### config.mk
export PLATFORM = sky130hd
export DESIGN_NAME = async_timer_sync_and_prescaler
export DESIGN_NICKNAME = d
export VERILOG_FILES = /design/src/rtc_timer_pkg.sv /design/src/async_timer_sync_and_prescaler.sv
export SDC_FILE = /design/constraint.sdc
export NUM_CORES = 1
export LEC_CHECK = 0
export ABC_AREA = 1
export BUFFER_PORTS_ARGS = -buffer_cell sky130_fd_sc_hd__buf_4
export CAP_MARGIN = 20
export CORE_ASPECT_RATIO = 0.8
export CORE_MARGIN = 5
export CORE_UTILIZATION = 63
export CTS_BUF_LIST = sky130_fd_sc_hd__clkbuf_4 sky130_fd_sc_hd__clkbuf_8
export DETAILED_ROUTE_END_ITERATION = 12
export PLACE_DENSITY = 0.88
export SETUP_SLACK_MARGIN = 0.05
export SLEW_MARGIN = 10
export SYNTH_ARGS = -nofsm -noshare
export SYNTH_HDL_FRONTEND = slang
export SYNTH_SLANG_ARGS = --single-unit
### constraint.sdc
create_clock -name clk_sys_in -period 3 [get_ports clk_sys_in]
set_input_delay 0.15 -clock clk_sys_in [delete_from_list [all_inputs] [get_ports clk_sys_in]]
set_output_delay 0.15 -clock clk_sys_in [all_outputs]
set_load 0.02 [all_outputs]
### src/rtc_timer_pkg.sv
//////////////////////////////////////////////////////////////////////////////
// Behaviour
// - Async compare write sets compare busy; cleared once transferred.
// - Async control write sets control busy; cleared once transferred.
// - Counter reads give the timer value; compare and control read temporaries.
// - Writes land in a temporary, latched after two rising oscillator edges.
// - Each of the three registers owns its temporary; no interference.
// - Compare match is suppressed while a compare or counter write is pending.
// - Interrupt logic needs one timer cycle after wake-up before sleeping again.
// - Oscillator runs except in deepest sleeps; timer registers lost after them. Here osc_enable_out is also low while async select is clear.
// - Wake starts on next timer tick; counter advances; processor stalls four cycles.
// - Counter reads pass a copy refreshed on each oscillator edge; frozen asleep.
// - Async flag sync takes three processor cycles plus one timer cycle.
// - Compare pin changes on the timer clock without resynchronisation.
// - Mask bits 7 and 6 enable compare and overflow interrupts with global bit.
// - Compare flag bit 7 sets on match, clears by vector or written one.
// - Overflow flag bit 6 sets on overflow, clears by vector or written one.
// - Source defaults to the I/O clock; async select takes the crystal pins.
// - Prescaler gives 1, 8, 32, 64, 128, 256, 1024 and stop.
// - Writing prescaler reset restarts the prescaler phase.
// - Prescaler reset self-clears; in async mode reads one until applied.
// - Status bit 2 is counter busy, set on async write, cleared on update.
// - Status bit 3 selects clock: zero I/O clock, one crystal.
//////////////////////////////////////////////////////////////////////////////
package rtc_timer_pkg;

  // Clock
  localparam int CLK_PERIOD_NS = 10;

  // Register byte offsets
  localparam logic [7:0] OFS_COUNTER = 8'h00;
  localparam logic [7:0] OFS_COMPARE = 8'h04;
  localparam logic [7:0] OFS_CONTROL = 8'h08;
  localparam logic [7:0] OFS_ASYNC_STATUS = 8'h0C;
  localparam logic [7:0] OFS_IRQ_MASK = 8'h10;
  localparam logic [7:0] OFS_IRQ_FLAGS = 8'h14;
  localparam logic [7:0] OFS_SPECIAL_FUNC = 8'h18;

  // Async status fields
  localparam int BIT_CONTROL_BUSY = 0;
  localparam int BIT_COMPARE_BUSY = 1;
  localparam int BIT_COUNTER_BUSY = 2;
  localparam int BIT_ASYNC_SELECT = 3;

  // Mask and flag fields
  localparam int BIT_COMPARE_IRQ = 7;
  localparam int BIT_OVERFLOW_IRQ = 6;

  // Special function field
  localparam int BIT_PRESCALER_RESET = 1;

  // Control fields
  localparam int CS_LSB = 0;
  localparam int COM_LSB = 4;

  // Compare output actions
  localparam logic [1:0] COM_TOGGLE = 2'h1;
  localparam logic [1:0] COM_CLEAR = 2'h2;
  localparam logic [1:0] COM_SET = 2'h3;

  // Reset values
  localparam logic [7:0] RST_REG8 = 8'h00;
  localparam logic [9:0] RST_PRESCALE = 10'h000;

  // Prescaler tap masks, indexed by clock select
  localparam logic [9:0] TAP_DIV1 = 10'h000;
  localparam logic [9:0] TAP_DIV8 = 10'h007;
  localparam logic [9:0] TAP_DIV32 = 10'h01F;
  localparam logic [9:0] TAP_DIV64 = 10'h03F;
  localparam logic [9:0] TAP_DIV128 = 10'h07F;
  localparam logic [9:0] TAP_DIV256 = 10'h0FF;
  localparam logic [9:0] TAP_DIV1024 = 10'h3FF;

  // Cycle counts
  localparam int XFER_EDGES = 2;
  localparam int FLAG_SYNC_CYCLES = 3;
  localparam logic [2:0] WAKE_STALL_CYCLES = 3'h4;
  localparam logic [7:0] COUNT_MAX = 8'hFF;

  // Register slot index of the three transferred registers
  localparam int SLOT_COUNTER = 0;
  localparam int SLOT_COMPARE = 1;
  localparam int SLOT_CONTROL = 2;

endpackage : rtc_timer_pkg

### src/async_timer_sync_and_prescaler.sv
`timescale 1ns/100ps
module async_timer_sync_and_prescaler (
  // Clock and reset
  input wire logic clk_sys_in,
  input wire logic sys_rst_in,
  // APB slave
  input wire logic psel_in,
  input wire logic penable_in,
  input wire logic pwrite_in,
  input wire logic [7:0] paddr_in,
  input wire logic [31:0] pwdata_in,
  input wire logic [3:0] pstrb_in,
  output logic [31:0] prdata_out,
  output logic pready_out,
  output logic pslverr_out,
  // Crystal oscillator pin and port takeover
  input wire logic xtal_in_pin_in,
  output logic xtal_port_release_out,
  output logic osc_enable_out,
  // Processor side
  input wire logic global_irq_enable_in,
  input wire logic compare_vector_ack_in,
  input wire logic overflow_vector_ack_in,
  input wire logic light_sleep_in,
  input wire logic deep_sleep_in,
  output logic compare_irq_out,
  output logic overflow_irq_out,
  output logic wake_out,
  output logic cpu_stall_out,
  // Compare output pin
  output logic compare_pin_out
);

  //////////////////////////////////////////////////////////////////////////////
  // Declarations

  // Oscillator pin synchroniser and edge history
  logic xtal_meta_q;
  logic xtal_sync_q;
  logic xtal_prev_q;
  // Clock source and sleep history
  logic async_sel_q;
  logic deep_prev_q;
  // Prescaler and its pending reset
  logic [9:0] pre_q;
  logic prs_pend_q;
  // Holding slots and their transfer state
  logic [7:0] temp_q [3];
  logic [2:0] pend_q;
  logic [2:0] edge_seen_q;
  // Timer-domain registers
  logic [7:0] cnt_q;
  logic [7:0] cmp_q;
  logic [7:0] ctl_q;
  logic [7:0] rd_cnt_q;
  logic block_q;
  logic oc_q;
  // Flag pipes, flags and mask
  logic [2:0] cm_pipe_q;
  logic [2:0] ov_pipe_q;
  logic cf_q;
  logic of_q;
  logic [7:0] mask_q;
  // Wake-up and stall
  logic wake_pend_q;
  logic armed_q;
  logic wake_q;
  logic [2:0] stall_q;
  logic [31:0] prdata_q;

  //////////////////////////////////////////////////////////////////////////////
  // Bus decode

  wire setup = psel_in & ~penable_in;
  wire access = psel_in & penable_in;
  wire sel_cnt = paddr_in == rtc_timer_pkg::OFS_COUNTER;
  wire sel_cmp = paddr_in == rtc_timer_pkg::OFS_COMPARE;
  wire sel_ctl = paddr_in == rtc_timer_pkg::OFS_CONTROL;
  wire sel_sts = paddr_in == rtc_timer_pkg::OFS_ASYNC_STATUS;
  wire sel_msk = paddr_in == rtc_timer_pkg::OFS_IRQ_MASK;
  wire sel_flg = paddr_in == rtc_timer_pkg::OFS_IRQ_FLAGS;
  wire sel_sfr = paddr_in == rtc_timer_pkg::OFS_SPECIAL_FUNC;
  wire mapped = sel_cnt | sel_cmp | sel_ctl | sel_sts | sel_msk | sel_flg | sel_sfr;
  // Only byte lane zero carries register data, so its strobe gates writes
  wire wr = access & pwrite_in & mapped & pstrb_in[0];
  wire [7:0] wbyte = pwdata_in[7:0];
  wire [2:0] slot_wr = {wr & sel_ctl, wr & sel_cmp, wr & sel_cnt};

  // Zero-wait slave; unmapped addresses answer with an error
  assign pready_out = access;
  assign pslverr_out = access & ~mapped;
  assign prdata_out = prdata_q;

  //////////////////////////////////////////////////////////////////////////////
  // Oscillator pin synchroniser and timer source tick

  // Pin is asynchronous; only the second stage feeds the edge detector
  always_ff @(posedge clk_sys_in) begin
    if (sys_rst_in) begin
      xtal_meta_q <= 1'b0;
      xtal_sync_q <= 1'b0;
      xtal_prev_q <= 1'b0;
    end else begin
      xtal_meta_q <= xtal_in_pin_in;
      xtal_sync_q <= xtal_meta_q;
      xtal_prev_q <= xtal_sync_q;
    end
  end

  // Edges are only trusted while the oscillator is powered
  assign osc_enable_out = async_sel_q & ~deep_sleep_in;
  assign xtal_port_release_out = async_sel_q;
  // Edge is seen two to three system clocks after the pin moves
  wire xtal_rise = xtal_sync_q & ~xtal_prev_q & osc_enable_out;
  wire src_tick = async_sel_q ? xtal_rise : 1'b1;

  // Leaving the deepest sleep wipes the timer registers
  wire deep_exit = deep_prev_q & ~deep_sleep_in;
  wire tmr_rst = sys_rst_in | deep_exit;

  //////////////////////////////////////////////////////////////////////////////
  // Clock select and prescaler

  wire [2:0] cs = ctl_q[rtc_timer_pkg::CS_LSB +: 3];
  logic [9:0] tap_mask;

  // Tap selection; select zero stops the counter
  always_comb begin
    case (cs)
      3'h1: tap_mask = rtc_timer_pkg::TAP_DIV1;
      3'h2: tap_mask = rtc_timer_pkg::TAP_DIV8;
      3'h3: tap_mask = rtc_timer_pkg::TAP_DIV32;
      3'h4: tap_mask = rtc_timer_pkg::TAP_DIV64;
      3'h5: tap_mask = rtc_timer_pkg::TAP_DIV128;
      3'h6: tap_mask = rtc_timer_pkg::TAP_DIV256;
      default: tap_mask = rtc_timer_pkg::TAP_DIV1024;
    endcase
  end

  wire tick = (cs != 3'h0) & src_tick & ((pre_q & tap_mask) == tap_mask);
  // Only a written one requests a prescaler reset; a zero does nothing
  wire prs_wr = wr & sel_sfr & wbyte[rtc_timer_pkg::BIT_PRESCALER_RESET];
  // Async reset waits for the next oscillator edge, synchronous one acts now
  wire prs_apply = async_sel_q ? (prs_pend_q & xtal_rise) : prs_wr;

  always_ff @(posedge clk_sys_in) begin
    if (sys_rst_in) begin
      pre_q <= rtc_timer_pkg::RST_PRESCALE;
      prs_pend_q <= 1'b0;
    end else begin
      if (prs_apply) begin
        pre_q <= rtc_timer_pkg::RST_PRESCALE;
      end else if (src_tick) begin
        pre_q <= pre_q + 10'h001;
      end
      if (async_sel_q & prs_wr) begin
        prs_pend_q <= 1'b1;
      end else if (prs_apply | ~async_sel_q) begin
        prs_pend_q <= 1'b0;
      end
    end
  end

  //////////////////////////////////////////////////////////////////////////////
  // Temporary registers and transfer into the timer

  logic [2:0] commit;
  logic [7:0] commit_val [3];

  // One holding slot per register so pending writes never interfere
  for (genvar i = 0; i < 3; i++) begin : g_slot
    // Synchronous mode commits straight from the bus
    // Async commit on the second crystal edge seen after the write
    assign commit[i] = async_sel_q ?
                       (pend_q[i] & edge_seen_q[i] & xtal_rise) :
                       slot_wr[i];
    assign commit_val[i] = async_sel_q ? temp_q[i] : wbyte;

    always_ff @(posedge clk_sys_in) begin
      if (tmr_rst) begin
        temp_q[i] <= rtc_timer_pkg::RST_REG8;
        pend_q[i] <= 1'b0;
        edge_seen_q[i] <= 1'b0;
      end else if (slot_wr[i]) begin
        temp_q[i] <= wbyte;
        pend_q[i] <= async_sel_q;
        edge_seen_q[i] <= 1'b0;
      end else if (pend_q[i] & xtal_rise) begin
        edge_seen_q[i] <= 1'b1;
        if (edge_seen_q[i]) begin
          pend_q[i] <= 1'b0;
        end
      end
    end
  end

  //////////////////////////////////////////////////////////////////////////////
  // Counter, compare and control in the timer domain

  wire cnt_commit = commit[rtc_timer_pkg::SLOT_COUNTER];
  // Compare is blind while compare or counter transfers are in flight
  wire cmp_quiet = ~pend_q[rtc_timer_pkg::SLOT_COMPARE] & ~pend_q[rtc_timer_pkg::SLOT_COUNTER];
  wire match = tick & (cnt_q == cmp_q) & cmp_quiet & ~block_q;
  wire ovf = tick & (cnt_q == rtc_timer_pkg::COUNT_MAX) & ~cnt_commit;
  wire [1:0] com = ctl_q[rtc_timer_pkg::COM_LSB +: 2];

  always_ff @(posedge clk_sys_in) begin
    if (tmr_rst) begin
      cnt_q <= rtc_timer_pkg::RST_REG8;
      cmp_q <= rtc_timer_pkg::RST_REG8;
      ctl_q <= rtc_timer_pkg::RST_REG8;
      block_q <= 1'b0;
    end else begin
      if (cnt_commit) begin
        cnt_q <= commit_val[rtc_timer_pkg::SLOT_COUNTER];
      end else if (tick) begin
        cnt_q <= cnt_q + 8'h01;
      end
      if (commit[rtc_timer_pkg::SLOT_COMPARE]) begin
        cmp_q <= commit_val[rtc_timer_pkg::SLOT_COMPARE];
      end
      if (commit[rtc_timer_pkg::SLOT_CONTROL]) begin
        ctl_q <= commit_val[rtc_timer_pkg::SLOT_CONTROL];
      end
      // A counter write removes the match on the following timer clock
      if (cnt_commit) begin
        block_q <= 1'b1;
      end else if (tick) begin
        block_q <= 1'b0;
      end
    end
  end

  // Pin moves with the timer tick, no extra resynchronisation stage
  always_ff @(posedge clk_sys_in) begin
    if (sys_rst_in) begin
      oc_q <= 1'b0;
    end else if (match) begin
      case (com)
        rtc_timer_pkg::COM_TOGGLE: oc_q <= ~oc_q;
        rtc_timer_pkg::COM_CLEAR: oc_q <= 1'b0;
        rtc_timer_pkg::COM_SET: oc_q <= 1'b1;
        default: oc_q <= oc_q;
      endcase
    end
  end
  assign compare_pin_out = oc_q;

  // Value the counter holds after this edge, so the copy never lags a tick
  wire [7:0] cnt_next = cnt_commit ? commit_val[rtc_timer_pkg::SLOT_COUNTER] :
                        tick ? cnt_q + 8'h01 : cnt_q;

  // Readable counter copy refreshed on every source edge, frozen in sleep
  // Right after wake-up it still shows the value from before sleep
  always_ff @(posedge clk_sys_in) begin
    if (tmr_rst) begin
      rd_cnt_q <= rtc_timer_pkg::RST_REG8;
    end else if (src_tick & ~light_sleep_in) begin
      rd_cnt_q <= cnt_next;
    end
  end

  //////////////////////////////////////////////////////////////////////////////
  // Interrupt flags

  // Async events cross a three-stage processor pipe after the timer tick
  always_ff @(posedge clk_sys_in) begin
    if (sys_rst_in) begin
      cm_pipe_q <= 3'h0;
      ov_pipe_q <= 3'h0;
    end else begin
      cm_pipe_q <= {cm_pipe_q[1:0], match & async_sel_q};
      ov_pipe_q <= {ov_pipe_q[1:0], ovf & async_sel_q};
    end
  end

  // Sync mode needs no pipe; the event is already in this domain
  wire cf_set = async_sel_q ? cm_pipe_q[rtc_timer_pkg::FLAG_SYNC_CYCLES - 1] : match;
  wire of_set = async_sel_q ? ov_pipe_q[rtc_timer_pkg::FLAG_SYNC_CYCLES - 1] : ovf;
  wire flg_wr = wr & sel_flg;
  wire cf_clr = compare_vector_ack_in | (flg_wr & wbyte[rtc_timer_pkg::BIT_COMPARE_IRQ]);
  wire of_clr = overflow_vector_ack_in | (flg_wr & wbyte[rtc_timer_pkg::BIT_OVERFLOW_IRQ]);

  // A set in the same cycle as a clear wins
  always_ff @(posedge clk_sys_in) begin
    if (sys_rst_in) begin
      cf_q <= 1'b0;
      of_q <= 1'b0;
      mask_q <= rtc_timer_pkg::RST_REG8;
    end else begin
      cf_q <= cf_set | (cf_q & ~cf_clr);
      of_q <= of_set | (of_q & ~of_clr);
      if (wr & sel_msk) begin
        mask_q <= wbyte;
      end
    end
  end

  wire cie = mask_q[rtc_timer_pkg::BIT_COMPARE_IRQ];
  wire oie = mask_q[rtc_timer_pkg::BIT_OVERFLOW_IRQ];
  assign compare_irq_out = cf_q & cie & global_irq_enable_in;
  assign overflow_irq_out = of_q & oie & global_irq_enable_in;

  //////////////////////////////////////////////////////////////////////////////
  // Sleep, wake-up and stall

  wire irq_cond = (cf_q & cie) | (of_q & oie);

  // Wake fires on the next counter tick, so the counter always moves first
  always_ff @(posedge clk_sys_in) begin
    if (sys_rst_in) begin
      wake_pend_q <= 1'b0;
      armed_q <= 1'b1;
      wake_q <= 1'b0;
      stall_q <= 3'h0;
      deep_prev_q <= 1'b0;
    end else begin
      deep_prev_q <= deep_sleep_in;
      wake_q <= wake_pend_q & tick;
      if (wake_pend_q & tick) begin
        wake_pend_q <= 1'b0;
      end else if (light_sleep_in & irq_cond & armed_q) begin
        wake_pend_q <= 1'b1;
      end
      // Disarm as the wake fires, else a sleep still asserted relaunches it
      // Interrupt logic rearms only after one full timer cycle
      if (wake_pend_q & tick) begin
        armed_q <= 1'b0;
      end else if (src_tick) begin
        armed_q <= 1'b1;
      end
      if (wake_q) begin
        stall_q <= rtc_timer_pkg::WAKE_STALL_CYCLES;
      end else if (stall_q != 3'h0) begin
        stall_q <= stall_q - 3'h1;
      end
    end
  end
  assign wake_out = wake_q;
  assign cpu_stall_out = stall_q != 3'h0;

  //////////////////////////////////////////////////////////////////////////////
  // Read mux, captured in the setup phase

  wire [7:0] sts_rd = {4'h0, async_sel_q, pend_q[rtc_timer_pkg::SLOT_COUNTER],
                       pend_q[rtc_timer_pkg::SLOT_COMPARE], pend_q[rtc_timer_pkg::SLOT_CONTROL]};
  wire [7:0] flg_rd = {cf_q, of_q, 6'h00};
  wire [7:0] sfr_rd = {6'h00, prs_pend_q, 1'b0};
  wire [7:0] cnt_rd = async_sel_q ? rd_cnt_q : cnt_q;
  // Compare and control read their temporaries
  wire [7:0] rd_byte = sel_cnt ? cnt_rd :
                       sel_cmp ? temp_q[rtc_timer_pkg::SLOT_COMPARE] :
                       sel_ctl ? temp_q[rtc_timer_pkg::SLOT_CONTROL] :
                       sel_sts ? sts_rd :
                       sel_msk ? mask_q :
                       sel_flg ? flg_rd :
                       sel_sfr ? sfr_rd : 8'h00;

  // Status writes only touch the clock select; busy bits ignore writes
  always_ff @(posedge clk_sys_in) begin
    if (sys_rst_in) begin
      async_sel_q <= 1'b0;
      prdata_q <= 32'h0000_0000;
    end else begin
      // A select change may corrupt the timer registers; software rewrites them
      if (wr & sel_sts) begin
        async_sel_q <= wbyte[rtc_timer_pkg::BIT_ASYNC_SELECT];
      end
      if (setup & ~pwrite_in) begin
        prdata_q <= {24'h00_0000, rd_byte};
      end
    end
  end

endmodule : async_timer_sync_and_prescaler

==> results of run 1 <==
## synth_stat cells (10+ instances only)
cell / instances
nand3_1: 25
clkbuf_1: 10
nand4_1: 14
inv_2: 13
dfxtp_1: 83
nor2_1: 104
inv_1: 89
edfxtp_1: 24
nand2_1: 183
a21oi_1: 53
buf_4: 27
o21ai_0: 39
## critical path, stage by stage (launching register included)
cell     delay, ns
dfxtp_1       0.49
inv_2         0.26
nor2_4        0.16
nand3_2       0.18
nor2_1        0.20
nand2_1       0.12
nand2_4       0.16
inv_2         0.12
nand2_1       0.13
nand3_1       0.08
nand2_1       0.09
inv_1         0.03
## power by group
| group | total [W] | internal [W] | switching, W |
|---|---|---|---|
| Sequential | 0.00152 | 0.00151 | 0.0000185 |
| Combinational | 0.000290 | 0.0000937 | 0.000196 |
| Clock | 0.000889 | 0.000398 | 0.000492 |
| Total | 0.00270 | 0.00200 | 0.000706 |
## worst paths after layout
kind / start / to / cells past startpoint
hold / removal: pwdata_in[5] / mask_q[5] / 3
setup / recovery: xtal_port_release_out / rd_cnt_q[2] / 11
hold reg to reg: cm_pipe_q[1] / cm_pipe_q[2] / 2
setup reg to reg: xtal_port_release_out / rd_cnt_q[2] / 11
## registers in the layout (all words and copies together), names as in the netlist, 3 cells and up
| signal | cells |
|---|---|
| temp_q | 24 |
| edge_seen_q | 3 |
| cmp_q | 8 |
| prdata_out | 8 |
| stall_q | 3 |
| mask_q | 8 |
| rd_cnt_q | 8 |
| ctl_q | 5 |
| cm_pipe_q | 3 |
| pend_q | 3 |
| cnt_q | 8 |
| pre_q | 10 |
| ov_pipe_q | 3 |
## metrics by stage
step / util / hold slack [ns] / setup WS [ns] / instances
floorplan: - / 0.257 / 1.25 / 789
global placement: 0.685 / 0.352 / 1.03 / 902
detailed placement: 0.685 / 0.374 / 0.952 / 902
CTS: 0.709 / 0.0683 / 0.929 / 919
global route: 0.709 / 0.0818 / 0.671 / 919
finish: 0.709 / 0.0759 / 0.867 / 919
## cell families (layout without fill, tap and decap cells)
logic type      after synthesis  count (layout)  synth area share
simple gates                369             369             0.295
buf+inv                     150             168             0.123
compound gates              120             120             0.122
flops                       107             107             0.426
xor+xnor                     14              14            0.0219
fa+ha+maj                     5               5            0.0112
other cells                   1              24          0.000671
## layer usage
| metal | part of all wire | global-route usage | vias to the layer above |
|---|---|---|---|
| met5 | 0 | 0 | - |
| met4 | 0.020 | 0.0870 | 0 |
| met3 | 0.11 | 0.0708 | 33 |
| met2 | 0.46 | 0.438 | 268 |
| met1 | 0.41 | 0.352 | 2340 |
| li1 | - | - | 2474 |
## layout by cell type (no fill, tap or decap), drive strengths merged
cell and count:
ha 5, nor3b 1, o31ai 2, buf 46, inv 104, o22ai 6
clkinv 6, a21oi 54, nor2 116, and3 1, a22oi 1, o221ai 3
bufinv 1, nand3 30, xnor2 6, or2 2, o211ai 1, o21ai 43
dfxtp 83, clkbuf 10, nand2 191, conb 24, o211a 1, nand3b 1
a211oi 3, dlygate4sd3 1, nor3 12, a31oi 6, xor2 8, edfxtp 24
nand4 15
## area by class of cell
type / count / area share
Multi-Input combinational cell: 532 / 0.429
Sequential cell: 107 / 0.392
Inverter: 105 / 0.0649
Timing Repair Buffer: 47 / 0.0585
Tap cell: 112 / 0.0231
Clock buffer: 10 / 0.0216
Clock inverter: 6 / 0.0105
==> results.md, run 1 <==
* Clock Sinks at 107
* Placed wire-length estimate at 10.7 mm
* P per Cell Area at 445 mW/mm^2
* Area grow syn2layout at 8.67%
* Setup TNS Final at 0 ns
* Data required time at the worst endpoint at 3.28 ns
* Multi-input gate area at 0.00260 mm^2
* Yosys reg bits at 107
* Num CTS Buffers at 9
* Tot GR Track Use at 0.270
* Synth area leader: dfxtp_1
* Asr flop ratio synth at 0
* Crit Path Class: register to register
* Max clock buf depth at 2
* Clk root buf: clkbuf_8
* Drt total wl at 14.3 mm
* Routability Congestion at 0.977
* Leak pwr at 2.77 nW
* Layout cells sized above 1 at 0.138
* CTS tree: done
* Avg Cell Area, Syn at 7.29 um^2
* WL/cell at 15.5 um
* # hold bufs at CTS at 1
* Most used DFF post-synth: dfxtp_1
* First-pass GRT wire length at 22.9 mm
* Hold Vio Cnt, Final at 0
* Finish-stage setup viols at 0
* DR pass1 iterations at 6
* Post-synthesis cell area at 0.00559 mm^2
* Fin crit share at 0.711
* N_diodes at 0
* Post-CTS setup buffer count at 0
* Clock Skew at 0.0126 ns
* Cells after Synth at 766
* Min Tclk post-route at 2.13 ns
* Element type at the critical path end: register
* Total grt overflow at 0
* Worst skew pair latency at 0.38 ns
* Slew @ Worst Pin at 0.665 ns
* Die Y at 94.2 um
* Cts repair resizes at 0
* Starting Density at 0.653
* Worst min path class: primary input to register
* Antenna viol nets, final at 0
* Die Area at 0.0109 mm^2
* Via density per instance at 5.57
* Number of synthesized flops with an enable pin at 24
* Fin area at 0.00607 mm^2
* R2r setup slk at 0.87 ns
* Fmax at 469 MHz
* Worst-path maximum fanout at 21
* Peak supply drop at 0.506 mV
* Register Area at 0.00238 mm^2
* Power consumption at 0.00270 W
* Seq/Total Area, Yosys at 0.426
* RSZ-0062 raised after global routing: false
* Die width at 115 um
* Vias post-DR at 5115
* Port Buffers at 44
* # H-tree levels at 3
* # fillers at 715
* Vias in the first global route at 4790
* Post-synth top area share at 0.297
* Placed instance area at 0.00587 mm^2
* Number of DRC markers in iteration 0 at 565
* Yosys Warn Count at 0
* Largest net degree at the start of global routing at 35
* Slew Viols, Final at 0
* CP arrival at 2.41 ns
* Clk slew on worst S/H paths at 0.10 ns
* Placeable Area at 0.00856 mm^2
* Max Cap Viol at 0
* DRC viols at 0
* Nets at 862
* Cell row count at 30
* Synth area leaders: dfxtp_1 (30%), edfxtp_1 (13%), nand2_1 (12%)
* Synth cell types at 46
* Initial antenna violation count at 0
* Max-slew headroom at 0.556
* Io pins at 96
* CP Launch Type: register
* Outcome: finished, final reports clean
No activity file was read; power rests on OpenSTA's default activity.
==> run 2, diff against run 1 <==
Settings changed: ABC_AREA 1 to 0, CORE_UTILIZATION 63 to 58, PLACE_DENSITY 0.88 to 0.82.
Clock period 3 ns to 2 ns, I/O delays scaled along.
==> results.md, run 2 <==
* Outcome: finished, final reports clean (unchanged)
* Avg Cell Area, Syn at 8.57 um^2 (was 7.29 um^2)
* Nets at 771 (was 862)
* Area grow syn2layout at 21.5% (was 8.67%)
* Combinational share of power at 0.125 (was 0.107)
* CP arrival at 2.27 ns (was 2.41 ns)
* Largest register by flop count: temp_q (unchanged)
* Port Buffers at 44 (unchanged)
* Most common cell in the netlist: dfxtp_1 (was nand2_1)
* # H-tree levels at 3 (unchanged)
* Synth cell types at 57 (was 46)
* Critical Path Sink: cnt_q[5] (was rd_cnt_q[2])
* CP Launch Type: register (unchanged)
* Asr flop ratio synth at 0 (unchanged)
* Worst r2r path cells at 6 (was 11)
* Post-synthesis cell area at 0.00538 mm^2 (was 0.00559 mm^2)
* Yosys Warn Count at 0 (unchanged)
* Leak pwr at 2.63 nW (was 2.77 nW)
* DR pass1 iterations at 5 (was 6)
* Data required time at the worst endpoint at 2.30 ns (was 3.28 ns)
* CP delay by family, top: simple AND/OR/NAND/NOR gates (unchanged)
* N_diodes at 0 (unchanged)
* Element type at the critical path end: register (unchanged)
* Switching part of the total at 0.260 (was 0.261)
* Number of synthesized flops with an enable pin at 24 (unchanged)
* Critical path, cell by cell: or3_1, or4_4, nand2_4, mux2_4, a41o_1, nor3_1 (was inv_2, nor2_4, nand3_2, nor2_1, nand2_1, nand2_4, inv_2, nand2_1, nand3_1, nand2_1, inv_1)
* WL/cell at 19.0 um (was 15.5 um)
* Stages on worst setup path at 6 (was 11)
* Fin crit share at 0.983 (was 0.711)
* Routability Congestion at 0.947 (was 0.977)
* DRC viols at 0 (unchanged)
* Max clock buf depth at 2 (unchanged)
* Yosys reg bits at 107 (unchanged)
* First-pass GRT wire length at 23.9 mm (was 22.9 mm)
* Max Cap Viol at 0 (unchanged)
* P_int at 0.00306 W (was 0.00200 W)
* Post-synth top area share at 0.309 (was 0.297)
* Sequential share of power at 0.550 (was 0.564)
* Cell row count at 31 (was 30)
* Via density per instance at 6.07 (was 5.57)
* CP Launch Point: xtal_port_release_out (unchanged)
* Buf/Inv on CP at 0 (was 3)
* Commonest non-fill, non-tap cell in the layout: buf_4 (was nand2_1)
* Max FFs per register at 24 (unchanged)
* Clock Skew at 0.00854 ns (was 0.0126 ns)
* Finish-stage setup viols at 0 (unchanged)
* Io pins at 96 (unchanged)
* Placed Cells at 810 (was 902)
* Antenna viol nets, final at 0 (unchanged)
* Reg-to-Reg Start: xtal_port_release_out (unchanged)
* Placed instance area at 0.00613 mm^2 (was 0.00587 mm^2)
* Peak supply drop at 0.562 mV (was 0.506 mV)
* Slew @ Worst Pin at 0.571 ns (was 0.665 ns)
* Placed wire-length estimate at 11.9 mm (was 10.7 mm)
* Total grt overflow at 0 (unchanged)
* Non-filler cells, final at 831 (was 919)
* Synth area leader: dfxtp_1 (unchanged)
* Min Tclk post-route at 1.97 ns (was 2.13 ns)
* List of most frequent post-synthesis cells: dfxtp_1 (83), a21oi_1 (70), nor2_1 (66) (was nand2_1 (183), nor2_1 (104), inv_1 (89))
* P per Cell Area at 633 mW/mm^2 (was 445 mW/mm^2)
* Number of DRC markers in iteration 0 at 564 (was 565)
* Num CTS Buffers at 9 (unchanged)
* Largest registers: temp_q x24, pre_q x10 (unchanged)
* Clk slew on worst S/H paths at 0.10 ns (about the same)
* Cells after Synth at 627 (was 766)
* Clock power share at 0.324 (was 0.329)
* Worst path max stage delay at 0.48 ns (was 0.49 ns)
* Hold WS at 0.0283 ns (was 0.0759 ns)
* Hold Vio Cnt, Final at 0 (unchanged)
* Synth area leaders: dfxtp_1 (31%), edfxtp_1 (13%), a21oi_1 (6.5%) (was dfxtp_1 (30%), edfxtp_1 (13%), nand2_1 (12%))
* Slew Viols, Final at 0 (unchanged)
* Die Y at 96.1 um (was 94.2 um)
* Worst min path class: primary input to register (unchanged)
* Vias post-DR at 5048 (was 5115)
* Die Area at 0.0113 mm^2 (was 0.0109 mm^2)
* CP max stage cell: or4_4 (was dfxtp_1)
* Layout cells sized above 1 at 0.243 (was 0.138)
* R2r setup slk at 0.03 ns (was 0.87 ns)
* Setup TNS Final at 0 ns (unchanged)
* Fin area at 0.00653 mm^2 (was 0.00607 mm^2)
* Most frequent cells in the layout: buf_4 (101), dfxtp_1 (76), a21oi_1 (69), nor2_1 (65), nand2_1 (47) (was nand2_1 (183), nor2_1 (104), inv_1 (89), dfxtp_1 (83), a21oi_1 (53))
* Drt total wl at 15.8 mm (was 14.3 mm)
* Starting Density at 0.595 (was 0.653)
* Initial antenna violation count at 0 (unchanged)
* Seq/Total Area, Yosys at 0.443 (was 0.426)
* Crit Path Class: register to register (unchanged)
* RSZ-0062 raised after global routing: true (was false)
* Clk root buf: clkbuf_8 (unchanged)
* Largest net degree at the start of global routing at 41 (was 35)
* Tot GR Track Use at 0.271 (was 0.270)
* Reg2reg end: cnt_q[5] (was rd_cnt_q[2])
* Vias in the first global route at 4585 (was 4790)
* Clock Sinks at 107 (unchanged)
* Placeable Area at 0.00904 mm^2 (was 0.00856 mm^2)
* Most used DFF post-synth: dfxtp_1 (unchanged)
* Die width at 118 um (was 115 um)
* Net switching power at 0.00108 W (was 0.000706 W)
* Max-slew headroom at 0.618 (was 0.556)
* CTS tree: done (unchanged)
* Fmax at 509 MHz (was 469 MHz)
* Worst-path maximum fanout at 4 (was 21)
* Worst skew pair latency at 0.37 ns (was 0.38 ns)
==> run 2: cell types whose count changed after synthesis, moves of 14 or more <==
cell,delta
nand2_1,-133
inv_1,-74
nor2_1,-38
o21ai_0,-27
nor2b_1,+23
and3_1,+20
and2_1,+19
a211oi_1,+18
a21oi_1,+17
nor3_1,+17
clkbuf_1,+14
==> run 2: logic make-up after synthesis <==
logic type      after synthesis  synth area share
flops                       107             0.443
buf+inv                      72            0.0705
xor+xnor                     19            0.0310
compound gates              133             0.152
simple gates                278             0.268
other cells                   1          0.000697
fa+ha+maj                     5            0.0116
mux                          12            0.0233
==> run 2: layout make-up <==
class                   count  area [um^2]
multi-input cells         471         2900
flip-flops and latches    107         2390
inverters                  15         56.3
fillers                   716         2500
repair buffers            107          842
clock buffers              12          146
well taps                 115          144
clock inverters             4         51.3
==> run 2: worst min-delay path: cells and delay by family <==
| family | cells | cell delay, ns |
|---|---|---|
| compound gates | 1 | 0.06 |
| buf+inv | 1 | 0.13 |
| simple gates | 1 | 0.06 |
==> run 2: how the worst min path moves through the flow <==
stage                   startpoint     endpoint  slack [ns]  depth (start not counted)
finish                pwdata_in[5]    mask_q[5]        0.03                          3
global placement    xtal_in_pin_in  xtal_meta_q        0.31                          2
CTS                   pwdata_in[5]    mask_q[5]        0.02                          3
floorplan           xtal_in_pin_in  xtal_meta_q        0.23                          1
global route          pwdata_in[5]    mask_q[5]        0.01                          3
detailed placement  xtal_in_pin_in  xtal_meta_q        0.32                          2
==> run 2: metal layers <==
layer	routed length, um	up-vias	global-route usage
met5	0	-	0
met4	194	0	0.0602
met3	1520	17	0.0652
met2	7470	238	0.441
met1	6620	2450	0.371
li1	-	2343	-
==> run 2: timing repair <==
item | CTS | global route
endpoints found under the setup margin | 18 | 25
resized for setup | 6 | 31
pin swaps | 1 | 4
setup buffers | 0 | 4
endpoints found under the hold margin | 1 | 0
hold buffers | 1 | 0
cloned | 0 | 0
==> run 2: stage by stage <==
step           setup slack [ns]  total power, W   util
4_1_cts                  0.0281         0.00414  0.704
3_3_place_gp            -0.0899         0.00280  0.678
5_1_grt                 -0.0171         0.00429  0.723
3_5_place_dp             -0.153         0.00283  0.678
6_report                 0.0342         0.00413  0.723
2_1_floorplan            -0.100         0.00264      -
==> run 2: power by group through the flow <==
stage | Clock, W | Combinational, W | Sequential, W
floorplan | 0 | 0.000322 | 0.00232
global placement | 0 | 0.000477 | 0.00232
detailed placement | 0 | 0.000504 | 0.00232
CTS | 0.00135 | 0.000509 | 0.00227
global route | 0.00144 | 0.000569 | 0.00228
finish | 0.00134 | 0.000518 | 0.00227
==> run 3, diff against run 2 <==
Settings changed: BUFFER_PORTS_ARGS -buffer_cell sky130_fd_sc_hd__buf_4 to default, CORE_UTILIZATION 58 to 66, DONT_BUFFER_PORTS from default to 1.
==> results.md, run 3 (synthesized netlist as in run 2, its figures left out) <==
* Hold Vio Cnt, Final at 0 (unchanged)
* Die Area at 0.0101 mm^2 (was 0.0113 mm^2)
* Vias post-DR at 5009 (was 5048)
* Max Cap Viol at 0 (unchanged)
* Outcome: finished, final reports clean (unchanged)
* Fmax at 506 MHz (was 509 MHz)
* Fin crit share at 0.988 (was 0.983)
* DR pass1 iterations at 9 (was 5)
* Num CTS Buffers at 9 (unchanged)
* CP arrival at 2.29 ns (was 2.27 ns)
* Total grt overflow at 0 (unchanged)
* Via density per instance at 6.45 (was 6.07)
* # H-tree levels at 3 (unchanged)
* N_diodes at 0 (unchanged)
* Die Y at 90.7 um (was 96.1 um)
* Finish-stage setup viols at 0 (unchanged)
* Slew @ Worst Pin at 0.729 ns (was 0.571 ns)
* Data required time at the worst endpoint at 2.32 ns (was 2.30 ns)
* Max clock buf depth at 2 (unchanged)
* Slew Viols, Final at 0 (unchanged)
* Worst min path class: primary input to register (unchanged)
* Setup WS post-layout at 0.0250 ns (was 0.0342 ns)
* Clock Sinks at 107 (unchanged)
* Clk root buf: clkbuf_8 (unchanged)
* Non-filler cells, final at 777 (was 831)
* Leak pwr at 2.39 nW (was 2.63 nW)
* Placed Cells at 738 (was 810)
* Clock Skew at 0.0163 ns (was 0.00854 ns)
* DRC viols at 0 (unchanged)
* Antenna viol nets, final at 0 (unchanged)
* WL/cell at 20.9 um (was 19.0 um)
* Worst skew pair latency at 0.39 ns (was 0.37 ns)
* Routability Congestion at 0.937 (was 0.947)
* Cell row count at 29 (was 31)
* Clk slew on worst S/H paths at 0.11 ns (was 0.10 ns)
* Setup WS pre-CTS at -0.107 ns (was -0.153 ns)
* Commonest non-fill, non-tap cell in the layout: dfxtp_1 (was buf_4)
* Power consumption at 0.00396 W (was 0.00413 W)
* Placeable Area at 0.00795 mm^2 (was 0.00904 mm^2)
* CTS tree: done (unchanged)
* Tot GR Track Use at 0.307 (was 0.271)
* Min Tclk post-route at 1.98 ns (was 1.97 ns)
* CP Launch Type: register (unchanged)
* Max FFs per register at 24 (unchanged)
* Area grow syn2layout at 15.3% (was 21.5%)
* Number of DRC markers in iteration 0 at 732 (was 564)
* Starting Density at 0.677 (was 0.595)
* Drt total wl at 16.3 mm (was 15.8 mm)
* Initial antenna violation count at 0 (unchanged)
* Nets at 724 (was 771)
* Hold WS at 0.0226 ns (was 0.0283 ns)
* # fillers at 517 (was 716)
* Max-slew headroom at 0.510 (was 0.618)
* Die width at 111 um (was 118 um)
* Largest register by flop count: temp_q (unchanged)
* Largest net degree at the start of global routing at 52 (was 41)
* Worst-path maximum fanout at 4 (unchanged)
* P per Cell Area at 639 mW/mm^2 (was 633 mW/mm^2)
* Layout cells sized above 1 at 0.175 (was 0.243)
* Peak supply drop at 0.755 mV (was 0.562 mV)
* Vias in the first global route at 4642 (was 4585)
* Io pins at 96 (unchanged)
* Placed instance area at 0.00562 mm^2 (was 0.00613 mm^2)
* Port Buffers at 0 (was 44)
* Largest registers: temp_q x24, pre_q x10 (unchanged)
* RSZ-0062 raised after global routing: true (unchanged)
* Placed wire-length estimate at 10.9 mm (was 11.9 mm)
* Element type at the critical path end: register (unchanged)
* Fin area at 0.00620 mm^2 (was 0.00653 mm^2)
* Crit Path Class: register to register (unchanged)
* Most frequent cells in the layout: dfxtp_1 (74), a21oi_1 (68), nor2_1 (64), nand2_1 (47), buf_4 (39) (was buf_4 (101), dfxtp_1 (76), a21oi_1 (69), nor2_1 (65), nand2_1 (47))
* First-pass GRT wire length at 24.3 mm (was 23.9 mm)
run 3: metrics by stage:
step | utilization | TNS (ns)
6_report | 0.780 | 0
5_1_grt | 0.780 | -0.0480
4_1_cts | 0.757 | 0
3_5_place_dp | 0.707 | -0.469
3_3_place_gp | 0.707 | -0.113
2_1_floorplan | - | -0.606
run 3: cell type report:
class | count | area, um^2 | share of cell area
clock buffers | 10 | 138 | 0.0222
clock inverters | 6 | 46.3 | 0.00747
inverters | 15 | 56.3 | 0.00908
multi-input cells | 471 | 2890 | 0.467
flip-flops and latches | 107 | 2400 | 0.388
well taps | 108 | 135 | 0.0218
repair buffers | 60 | 528 | 0.0851
run 3: routing by layer:
metal	wire (um)	share of wire	vias up	GRT usage
li1	-	-	2252	-
met2	7220	0.44	329	0.462
met4	677	0.042	0	0.131
met1	6510	0.40	2359	0.419
met5	0	0	-	0
met3	1850	0.11	69	0.0777
run 3: timing repair:
action	CTS	global route
resized for setup	8	35
hold buffers	16	0
setup endpoints to repair	17	25
pin swaps	1	10
buffers inserted	1	6
hold endpoints to repair	60	0
run 3: final timing paths:
| check | start | end | slack (ns) | cells after the start |
|---|---|---|---|---|
| worst max register to register | xtal_port_release_out | rd_cnt_q[5] | 0.02 | 6 |
| worst min register to register | ov_pipe_q[1] | ov_pipe_q[2] | 0.46 | 1 |
| worst min-delay path | light_sleep_in | wake_pend_q | 0.02 | 4 |
| worst max-delay path | xtal_port_release_out | rd_cnt_q[5] | 0.02 | 6 |
run 3: report_power, final:
group | internal (W) | total [W] | switching, W
registers | 0.00224 | 0.00228 | 0.0000313
clock network | 0.000499 | 0.00126 | 0.000765
logic | 0.000137 | 0.000424 | 0.000287
run 3: critical path: stages, from the launching register on:
cell	delay, ns
dfxtp_4	0.38
or3_1	0.30
or4_4	0.47
nand2_4	0.10
mux2_4	0.30
a41o_1	0.23
o21ai_1	0.12
